--- src/common/ppc_map.svh ---
// Register offsets, field positions and constants of the PASID cache control block
`ifndef PPC_MAP_SVH
`define PPC_MAP_SVH
// ****************************************************************
// Register map (byte addresses)
// ****************************************************************
`define PPC_OFF_CTRL      4'h0
`define PPC_OFF_STATUS    4'h4
`define PPC_OFF_INV       4'h8
// ****************************************************************
// Fields and reset values
// ****************************************************************
`define PPC_CTRL_CACHING_MODE_BIT 0
`define PPC_CTRL_TABLE_MODE_LO    1
`define PPC_CTRL_TABLE_MODE_HI    2
`define PPC_INV_ALL_BIT           31
`define PPC_CACHING_MODE_RST      1'h0
`define PPC_TABLE_MODE_RST        2'h0
`define PPC_TABLE_MODE_SCALABLE   2'h1
`define PPC_DID_FAULT     16'h0000
`define PPC_ENTRIES       8
`endif

--- src/common/ppc_pkg.sv ---
// Types shared by the PASID cache control block
package ppc_pkg;
  typedef logic [19:0] ppc_pasid_t;
  typedef logic [15:0] ppc_sid_t;
  typedef logic [15:0] ppc_did_t;
  typedef logic [63:0] ppc_data_t;
  typedef logic [2:0]  ppc_idx_t;
  typedef logic [3:0]  ppc_cnt_t;
endpackage

--- src/ppc_cache.sv ---
// PASID-table entry cache with tagging, fault caching and Avalon-MM control
// Overview of operation
// - Cache used only when table mode field selects scalable mode 01b.
// - Request without PASID looks up with context entry's default PASID.
// - Caching mode 0: faulting PASID-table entries are never cached.
// - Caching mode 1: faulting entries may be cached, tagged domain 0.
// - New non-faulting cache entries take their domain tag from the context entry.
// - Same PASID from many sources must not thrash its own entries.
// - Entries are tagged with the requester source of the fetching request.
`timescale 1ns/100ps
`default_nettype none
`include "ppc_map.svh"

module ppc_cache (
  input  wire logic               core_clk,
  input  wire logic               arst_n,
  input  wire logic [3:0]         avs_address,
  input  wire logic               avs_read,
  input  wire logic               avs_write,
  input  wire logic [31:0]        avs_writedata,
  output logic [31:0]             avs_readdata,
  output logic                    avs_waitrequest,
  input  wire logic               lk_valid,
  input  wire logic               lk_has_pasid,
  input  wire ppc_pkg::ppc_pasid_t lk_pasid,
  input  wire ppc_pkg::ppc_sid_t  lk_sid,
  input  wire ppc_pkg::ppc_pasid_t ctx_default_pasid,
  input  wire ppc_pkg::ppc_did_t  ctx_did,
  output logic                    lk_done_q,
  output logic                    lk_hit_q,
  output logic                    lk_fault_q,
  output ppc_pkg::ppc_pasid_t     lk_pasid_q,
  output ppc_pkg::ppc_did_t       lk_did_q,
  output ppc_pkg::ppc_data_t      lk_data_q,
  input  wire logic               fill_valid,
  input  wire logic               fill_fault,
  input  wire ppc_pkg::ppc_pasid_t fill_pasid,
  input  wire ppc_pkg::ppc_sid_t  fill_sid,
  input  wire ppc_pkg::ppc_data_t fill_data
);
  localparam int N = `PPC_ENTRIES;

  // ****************************************************************
  // Control registers and Avalon slave
  // ****************************************************************
  logic                caching_mode_q;
  logic [1:0]          table_mode_q;
  logic                ack_q;
  logic [31:0]         rdata_q;
  logic [N-1:0]        valid_q;
  ppc_pkg::ppc_pasid_t pasid_q [N];
  ppc_pkg::ppc_sid_t   sid_q   [N];
  ppc_pkg::ppc_did_t   did_q   [N];
  ppc_pkg::ppc_data_t  data_q  [N];
  logic [N-1:0]        flt_q;
  ppc_pkg::ppc_idx_t   rr_q;

  wire       acc_req   = avs_read | avs_write;
  wire       wr_take   = avs_write & ack_q;
  wire       sel_ctrl  = avs_address == `PPC_OFF_CTRL;
  wire       sel_stat  = avs_address == `PPC_OFF_STATUS;
  wire       sel_inv   = avs_address == `PPC_OFF_INV;
  wire       scalable  = table_mode_q == `PPC_TABLE_MODE_SCALABLE;
  wire       inv_go    = wr_take & sel_inv;
  wire       inv_all   = inv_go & avs_writedata[`PPC_INV_ALL_BIT];
  wire [19:0] inv_pasid = avs_writedata[19:0];

  // One wait cycle keeps read data registered
  assign avs_waitrequest = acc_req & ~ack_q;
  assign avs_readdata    = rdata_q;

  function automatic ppc_pkg::ppc_cnt_t pop(input logic [N-1:0] v);
    ppc_pkg::ppc_cnt_t c;
    c = '0;
    for (int i = 0; i < N; i++) begin
      c = c + ppc_pkg::ppc_cnt_t'(v[i]);
    end
    return c;
  endfunction

  wire ppc_pkg::ppc_cnt_t used_cnt = pop(valid_q);
  wire [31:0] rd_mux = sel_ctrl ? {29'h0, table_mode_q, caching_mode_q} :
                       sel_stat ? {28'h0, used_cnt} : 32'h0;

  always_ff @(posedge core_clk or negedge arst_n) begin
    if (!arst_n) begin
      ack_q   <= 1'b0;
      rdata_q <= 32'h0;
      caching_mode_q <= `PPC_CACHING_MODE_RST;
      table_mode_q   <= `PPC_TABLE_MODE_RST;
    end else begin
      ack_q   <= acc_req & ~ack_q;
      rdata_q <= (avs_read & ~ack_q) ? rd_mux : rdata_q;
      if (wr_take && sel_ctrl) begin
        caching_mode_q <= avs_writedata[`PPC_CTRL_CACHING_MODE_BIT];
        table_mode_q   <= avs_writedata[`PPC_CTRL_TABLE_MODE_HI:`PPC_CTRL_TABLE_MODE_LO];
      end
    end
  end

  // ****************************************************************
  // Tag match, victim choice and fill
  // ****************************************************************
  // source-tagged match
  function automatic logic [N-1:0] hit_vec(input logic [N-1:0] v, input logic [19:0] p,
                                           input logic [15:0] s, input ppc_pkg::ppc_pasid_t tp [N],
                                           input ppc_pkg::ppc_sid_t ts [N]);
    logic [N-1:0] h;
    h = '0;
    for (int i = 0; i < N; i++) begin
      h[i] = v[i] & (tp[i] == p) & (ts[i] == s);
    end
    return h;
  endfunction

  function automatic ppc_pkg::ppc_idx_t first_idx(input logic [N-1:0] v);
    ppc_pkg::ppc_idx_t k;
    k = '0;
    for (int i = N - 1; i >= 0; i--) begin
      if (v[i]) begin
        k = ppc_pkg::ppc_idx_t'(i);
      end
    end
    return k;
  endfunction

  wire ppc_pkg::ppc_pasid_t key_pasid = lk_has_pasid ? lk_pasid : ctx_default_pasid;
  wire [N-1:0] lk_vec   = hit_vec(valid_q, key_pasid, lk_sid, pasid_q, sid_q);
  wire [N-1:0] fl_vec   = hit_vec(valid_q, fill_pasid, fill_sid, pasid_q, sid_q);
  wire         lk_any   = |lk_vec;
  wire ppc_pkg::ppc_idx_t lk_idx = first_idx(lk_vec);
  // matching entry first, then free slots, per-source tags keep one PASID apart
  wire         has_free = ~&valid_q;
  wire ppc_pkg::ppc_idx_t vict  = |fl_vec ? first_idx(fl_vec) : has_free ? first_idx(~valid_q) : rr_q;
  // no faulting fill under caching mode 0
  wire         fill_ok  = fill_valid & scalable & (~fill_fault | caching_mode_q);
  // faulting entries carry the reserved domain
  // domain tag from the context entry
  wire ppc_pkg::ppc_did_t fill_did = fill_fault ? `PPC_DID_FAULT : ctx_did;

  generate
    for (genvar g = 0; g < N; g++) begin : g_ent
      wire wr_me  = fill_ok & (vict == ppc_pkg::ppc_idx_t'(g));
      wire inv_me = inv_all | (inv_go & (pasid_q[g] == inv_pasid));
      always_ff @(posedge core_clk or negedge arst_n) begin
        if (!arst_n) begin
          valid_q[g] <= 1'b0;
          flt_q[g]   <= 1'b0;
          pasid_q[g] <= '0;
          sid_q[g]   <= '0;
          did_q[g]   <= '0;
          data_q[g]  <= '0;
        end else begin
          // Fill beats a same-cycle invalidate
          valid_q[g] <= wr_me | (valid_q[g] & ~inv_me);
          if (wr_me) begin
            flt_q[g]   <= fill_fault;
            pasid_q[g] <= fill_pasid;
            sid_q[g]   <= fill_sid;
            did_q[g]   <= fill_did;
            data_q[g]  <= fill_data;
          end
        end
      end
      property p_flt_did;
        @(posedge core_clk) disable iff (!arst_n)
          valid_q[g] && flt_q[g] |-> did_q[g] == `PPC_DID_FAULT;
      endproperty
      a_flt_did: assert property (p_flt_did) else $error("faulting entry not tagged domain 0");
      property p_did_ctx;
        @(posedge core_clk) disable iff (!arst_n)
          $rose(valid_q[g]) && !flt_q[g] |-> did_q[g] == $past(ctx_did);
      endproperty
      a_did_ctx: assert property (p_did_ctx) else $error("new entry domain not from context");
      property p_sid_tag;
        @(posedge core_clk) disable iff (!arst_n)
          $rose(valid_q[g]) |-> sid_q[g] == $past(fill_sid) && pasid_q[g] == $past(fill_pasid);
      endproperty
      a_sid_tag: assert property (p_sid_tag) else $error("entry tags differ from fill");
    end
  endgenerate

  // ****************************************************************
  // Lookup result and replacement pointer
  // ****************************************************************
  always_ff @(posedge core_clk or negedge arst_n) begin
    if (!arst_n) begin
      lk_done_q  <= 1'b0;
      lk_hit_q   <= 1'b0;
      lk_fault_q <= 1'b0;
      lk_pasid_q <= '0;
      lk_did_q   <= '0;
      lk_data_q  <= '0;
      rr_q       <= '0;
    end else begin
      lk_done_q  <= lk_valid;
      lk_hit_q   <= lk_valid & scalable & lk_any;
      lk_fault_q <= lk_valid & scalable & lk_any & flt_q[lk_idx];
      lk_pasid_q <= key_pasid;
      lk_did_q   <= did_q[lk_idx];
      lk_data_q  <= data_q[lk_idx];
      rr_q       <= (fill_ok & ~has_free & ~|fl_vec) ? rr_q + 3'h1 : rr_q;
    end
  end

  // ****************************************************************
  // Checks
  // ****************************************************************
  // legacy mode never hits
  property p_legacy;
    @(posedge core_clk) disable iff (!arst_n)
      !scalable |=> !lk_hit_q;
  endproperty
  a_legacy: assert property (p_legacy) else $error("hit outside scalable mode");

  property p_dflt;
    @(posedge core_clk) disable iff (!arst_n)
      lk_valid && !lk_has_pasid |=> lk_pasid_q == $past(ctx_default_pasid);
  endproperty
  a_dflt: assert property (p_dflt) else $error("default PASID not used");

  property p_nofault;
    @(posedge core_clk) disable iff (!arst_n)
      fill_valid && fill_fault && !caching_mode_q && !inv_go |=> valid_q == $past(valid_q);
  endproperty
  a_nofault: assert property (p_nofault) else $error("fault cached with caching mode 0");

  // new source fills a free slot
  property p_nothrash;
    @(posedge core_clk) disable iff (!arst_n)
      fill_ok && has_free && !(|fl_vec) && !inv_go |=> used_cnt == $past(used_cnt) + 4'h1;
  endproperty
  a_nothrash: assert property (p_nothrash) else $error("fill evicted while slot free");

  property p_wait;
    @(posedge core_clk) disable iff (!arst_n)
      acc_req && !ack_q |-> avs_waitrequest ##1 (!acc_req || !avs_waitrequest);
  endproperty
  a_wait: assert property (p_wait) else $error("waitrequest timing wrong");

  property p_invall;
    @(posedge core_clk) disable iff (!arst_n)
      inv_all && !fill_ok |=> valid_q == '0;
  endproperty
  a_invall: assert property (p_invall) else $error("invalidate all left entries");
endmodule
`default_nettype wire

--- config.mk ---
export PLATFORM = sky130hd
export DESIGN_NAME = ppc_cache
export DESIGN_NICKNAME = d
export VERILOG_FILES = /design/src/common/ppc_pkg.sv /design/src/ppc_cache.sv
export VERILOG_INCLUDE_DIRS = /design/src /design/src/common
export SDC_FILE = /design/constraint.sdc
export NUM_CORES = 2
export LEC_CHECK = 0
export BUFFER_PORTS_ARGS = -buffer_cell sky130_fd_sc_hd__buf_2
export CAP_MARGIN = 5
export CORE_ASPECT_RATIO = 2
export CORE_MARGIN = 10
export CORE_UTILIZATION = 40
export CTS_CLUSTER_SIZE = 20
export DETAILED_ROUTE_END_ITERATION = 8
export REMOVE_ABC_BUFFERS = 1
export SLEW_MARGIN = 20
export SYNTH_ARGS = -nofsm -noshare
export SYNTH_HDL_FRONTEND = slang
export SYNTH_SLANG_ARGS = --single-unit
--- constraint.sdc ---
create_clock -name core_clk -period 3.8 [get_ports core_clk]
set_input_delay 0 -clock core_clk [delete_from_list [all_inputs] [get_ports core_clk]]
set_output_delay 0 -clock core_clk [all_outputs]
set_load 0.01 [all_outputs]
==> results.yml <==
status:
  outcome: "finished with violations"
  failed_checks: "negative setup slack"
die:
  dieHeight_um: 534
  row_count: 188
  die_w_um: 277
  ios: 352
  coreArea_mm2: 0.131
  start_util: 0.403
  die-area_mm2: 0.148
clock_network:
  cts.path.max_buffers: 3
  clockRootBuffer: "clkbuf_16"
  cts_sinks: 1058
  htreeDepth: 3
  clk_latency_ns: 0.74
  cts_made_buffers: 98
  cts.clk_slew.worst_paths_ns: 0.07
  cts_tree: "done"
logic_synthesis:
  synth-seq-area-share: 0.501
  synth_flop_cell: "dfrtp_1"
  yosys-top-cells-count: "dfrtp_1, mux2_2, xnor2_1"
  synth.most_common_cell: "dfrtp_1"
  synth_area_leaders: "dfrtp_1, mux2_2, xnor2_1"
  async_flop_share: 1.00
  synth_top_area_share: 0.501
  synth_top_area_cell: "dfrtp_1"
  postSynthAreaPerCell_um2: 12.3
  ys_ff_latch: 1058
  ys_types: 52
  synth_area_mm2: 0.0529
  synthCells: 4283
  synth_edf_count: 0
  yosysWarnings: 0
sta:
  rsz0062_at_grt: "yes"
  relSlewSlack: 0.186
  setup_viol: 255
  worst_slew_pin_slew_ns: 1.21
  worst_clock_skew_ns: 0.0592
  min_period_ns: 3.95
  period_share: 1.04
  whs_ns: 0.0450
  setup_slack_ns: -0.152
  max_freq_ghz: 0.253
  hold_viol: 0
  final-max-slew-violation-count: 0
pwr:
  vdd_ir_drop_max_uv: 472
  switching_share: 0.316
  internal-power_mw: 23.4
  power_density_mw_per_mm2: 488
  switchingPower_mw: 10.9
  leakage_nw: 32.8
  clkPwrFrac: 0.303
  power_frac_comb: 0.274
  seq_power_share: 0.423
critical_path:
  cp.depth: 17
  crit_path_frequent_cell: "buf_12"
  path_class: "reg -> reg"
  worstSetupEndpoint: "pasid_q[149]"
  path_cells: "xnor2_4 > buf_6 > nand4_1 > nor4_4 > nand3_1 > buf_6 > nand4_1 > nor3_2 > a21oi_2 > o21ai_2 > buf_12 > nor4_4 > buf_4 > buf_12 > buf_12 > buf_16 > mux2_4"
  critPathBufInv: 7
  slowest_stage: "xnor2_4"
  cp-end-kind: "flip-flop"
  worst_ep_required_time_ns: 4.37
  start_kind: "flip-flop"
  rr_endpoint: "pasid_q[149]"
  crit_fanout: 8
  reg2reg_depth: 17
  cp_top_family: "simple AND/OR/NAND/NOR gates"
  r2r_start: "pasid_q[141]"
  critical-path-max-stage-delay_ns: 0.49
  cp.arrival_ns: 4.52
  rrSetupSlack_ns: -0.15
  worstSetupStartpoint: "pasid_q[141]"
cells_and_area:
  final_area_mm2: 0.0702
  multi_input_comb_area_mm2: 0.0262
  syn_to_final_growth_pct: 32.8
  finalNonFillerCells: 7098
  n_fill_cell: 11300
  register_area_mm2: 0.0265
  fin_nets: 5523
  drive_gt1_frac: 0.429
global_routing:
  antenna_found_initial: 21
  grt_usage: 0.304
  grt_pass1_vias: 42300
  grt_pass1_wl_um: 322000
  grt_start_max_net_pins: 131
  grt.overflow.total: 0
detailed_routing:
  wl_um: 240000
  viasPerCell: 5.71
  ant_nets: 0
  firstDrtPassIters: 5
  vias: 40500
  avgRoutedWirePerCell_um: 33.8
  drtIter0Drc: 2667
  drc: 0
min_path:
  holdPathStages: 5
  hp-class: "in -> reg"
placed_design:
  gp_congestion: 1.11
  placed_area_mm2: 0.0617
  dpl.hpwl_um: 160000
  io_buffers: 312
  dpl.cell_count: 6617
flow_run:
  drv_cap: 0
-- layout make-up --
| cell class | count | area share |
|---|---|---|
| diodes | 11 | 0.000392 |
| multi-input cells | 2868 | 0.373 |
| inverters | 36 | 0.00196 |
| flip-flops and latches | 1058 | 0.377 |
| well taps | 1710 | 0.0305 |
| clock inverters | 33 | 0.00673 |
| repair buffers | 1236 | 0.170 |
| clock buffers | 146 | 0.0406 |
-- registers in the layout (all words and copies together), names as in the netlist, 2 cells and up --
name and flops:
pasid_q 160, avs_readdata 4, valid_q 8, data_q 512, lk_data_q 64, rr_q 3, did_q 128, lk_pasid_q 20
table_mode_q 2, flt_q 8, lk_did_q 16, sid_q 128
-- repair_timing --
item / 4_1_cts / 5_1_grt
gates resized for setup: 52 / 292
hold endpoints to repair: 1807 / 2
pin swaps: 12 / 98
buffers inserted: 15 / 64
endpoints found under the setup margin: 906 / 1011
hold buffers: 171 / 2
gates cloned: 4 / 46
-- cells in the final DEF (no fill, tap or decap), drive strengths merged, types with 11 or more instances in the layout --
cell type    Yosys  layout
xnor2          552     552
o21ai           29      29
dfrtp         1058    1058
dlygate4sd3      0     170
diode            0      11
clkbuf         209     184
mux2i          105     105
a22o            79      79
nor3            22      22
and2            81      82
nor2            19      19
mux2           932     932
nor4            83      83
xor2           181     181
nand4          124     124
a31oi           88      88
nor2b           19      19
clkinv           0      16
a311oi          79      79
a211oi          81      81
nand3           32      32
nand2          272     272
inv             36      40
conb             1      28
buf            140    1028
-- worst min-delay path by stage --
stage	from	end	slack (ns)
5_1_grt	avs_address[0]	valid_q[7]	0.08
3_5_place_dp	arst_n	data_q[260]	0.04
2_1_floorplan	arst_n	ack_q	-0.30
3_3_place_gp	arst_n	data_q[204]	0.04
6_report	avs_address[0]	valid_q[5]	0.05
4_1_cts	avs_address[0]	valid_q[5]	0.02
-- stage by stage --
stage | setup TNS, ns | utilization | setup slack (ns) | power, mW
finish | -13.65 | 0.535 | -0.152 | 34.3
CTS | 0 | 0.513 | 0.000754 | 33.5
floorplan | -6763.85 | - | -11.44 | 18.5
detailed placement | -199.93 | 0.470 | -0.961 | 22.8
global placement | -205.61 | 0.470 | -1.02 | 22.7
global route | -28.68 | 0.535 | -0.184 | 35.5
-- worst register-to-register path, stage by stage (launching register included) --
cell and delay, ns:
dfrtp_2 0.45, xnor2_4 0.49, buf_6 0.17, nand4_1 0.14, nor4_4 0.31, nand3_1 0.15, buf_6 0.20, nand4_1 0.17
nor3_2 0.09, a21oi_2 0.16, o21ai_2 0.09, buf_12 0.14, nor4_4 0.30, buf_4 0.17, buf_12 0.10, buf_12 0.15
buf_16 0.18, mux2_4 0.36
-- power groups by stage --
stage               clock, mW  combinational [mW]  sequential, mW
global placement            0                8.08            14.6
finish                   10.4                9.38            14.5
global route             11.0                9.86            14.7
detailed placement          0                8.17            14.6
CTS                      10.6                8.47            14.5
floorplan                   0                3.97            14.5
-- cell families after synthesis --
group | count (synthesis) | share of synthesized area
AOI/OAI and AO/OA | 385 | 0.0549
xor gates and xnor gates | 733 | 0.121
adders and majority gates | 9 | 0.00270
buffers and inverters | 385 | 0.0324
DFF | 1058 | 0.501
muxes | 1037 | 0.223
other | 1 | 0.0000709
and+or+nand+nor | 675 | 0.0653
-- layer usage --
metal,track usage,wire (um),up-vias
met5,0,119,-
met1,0.313,80700,21100
met3,0.0689,12700,707
met4,0.260,25900,18
met2,0.520,120000,1584
li1,-,-,17100
(Power assumes the default switching activity.)
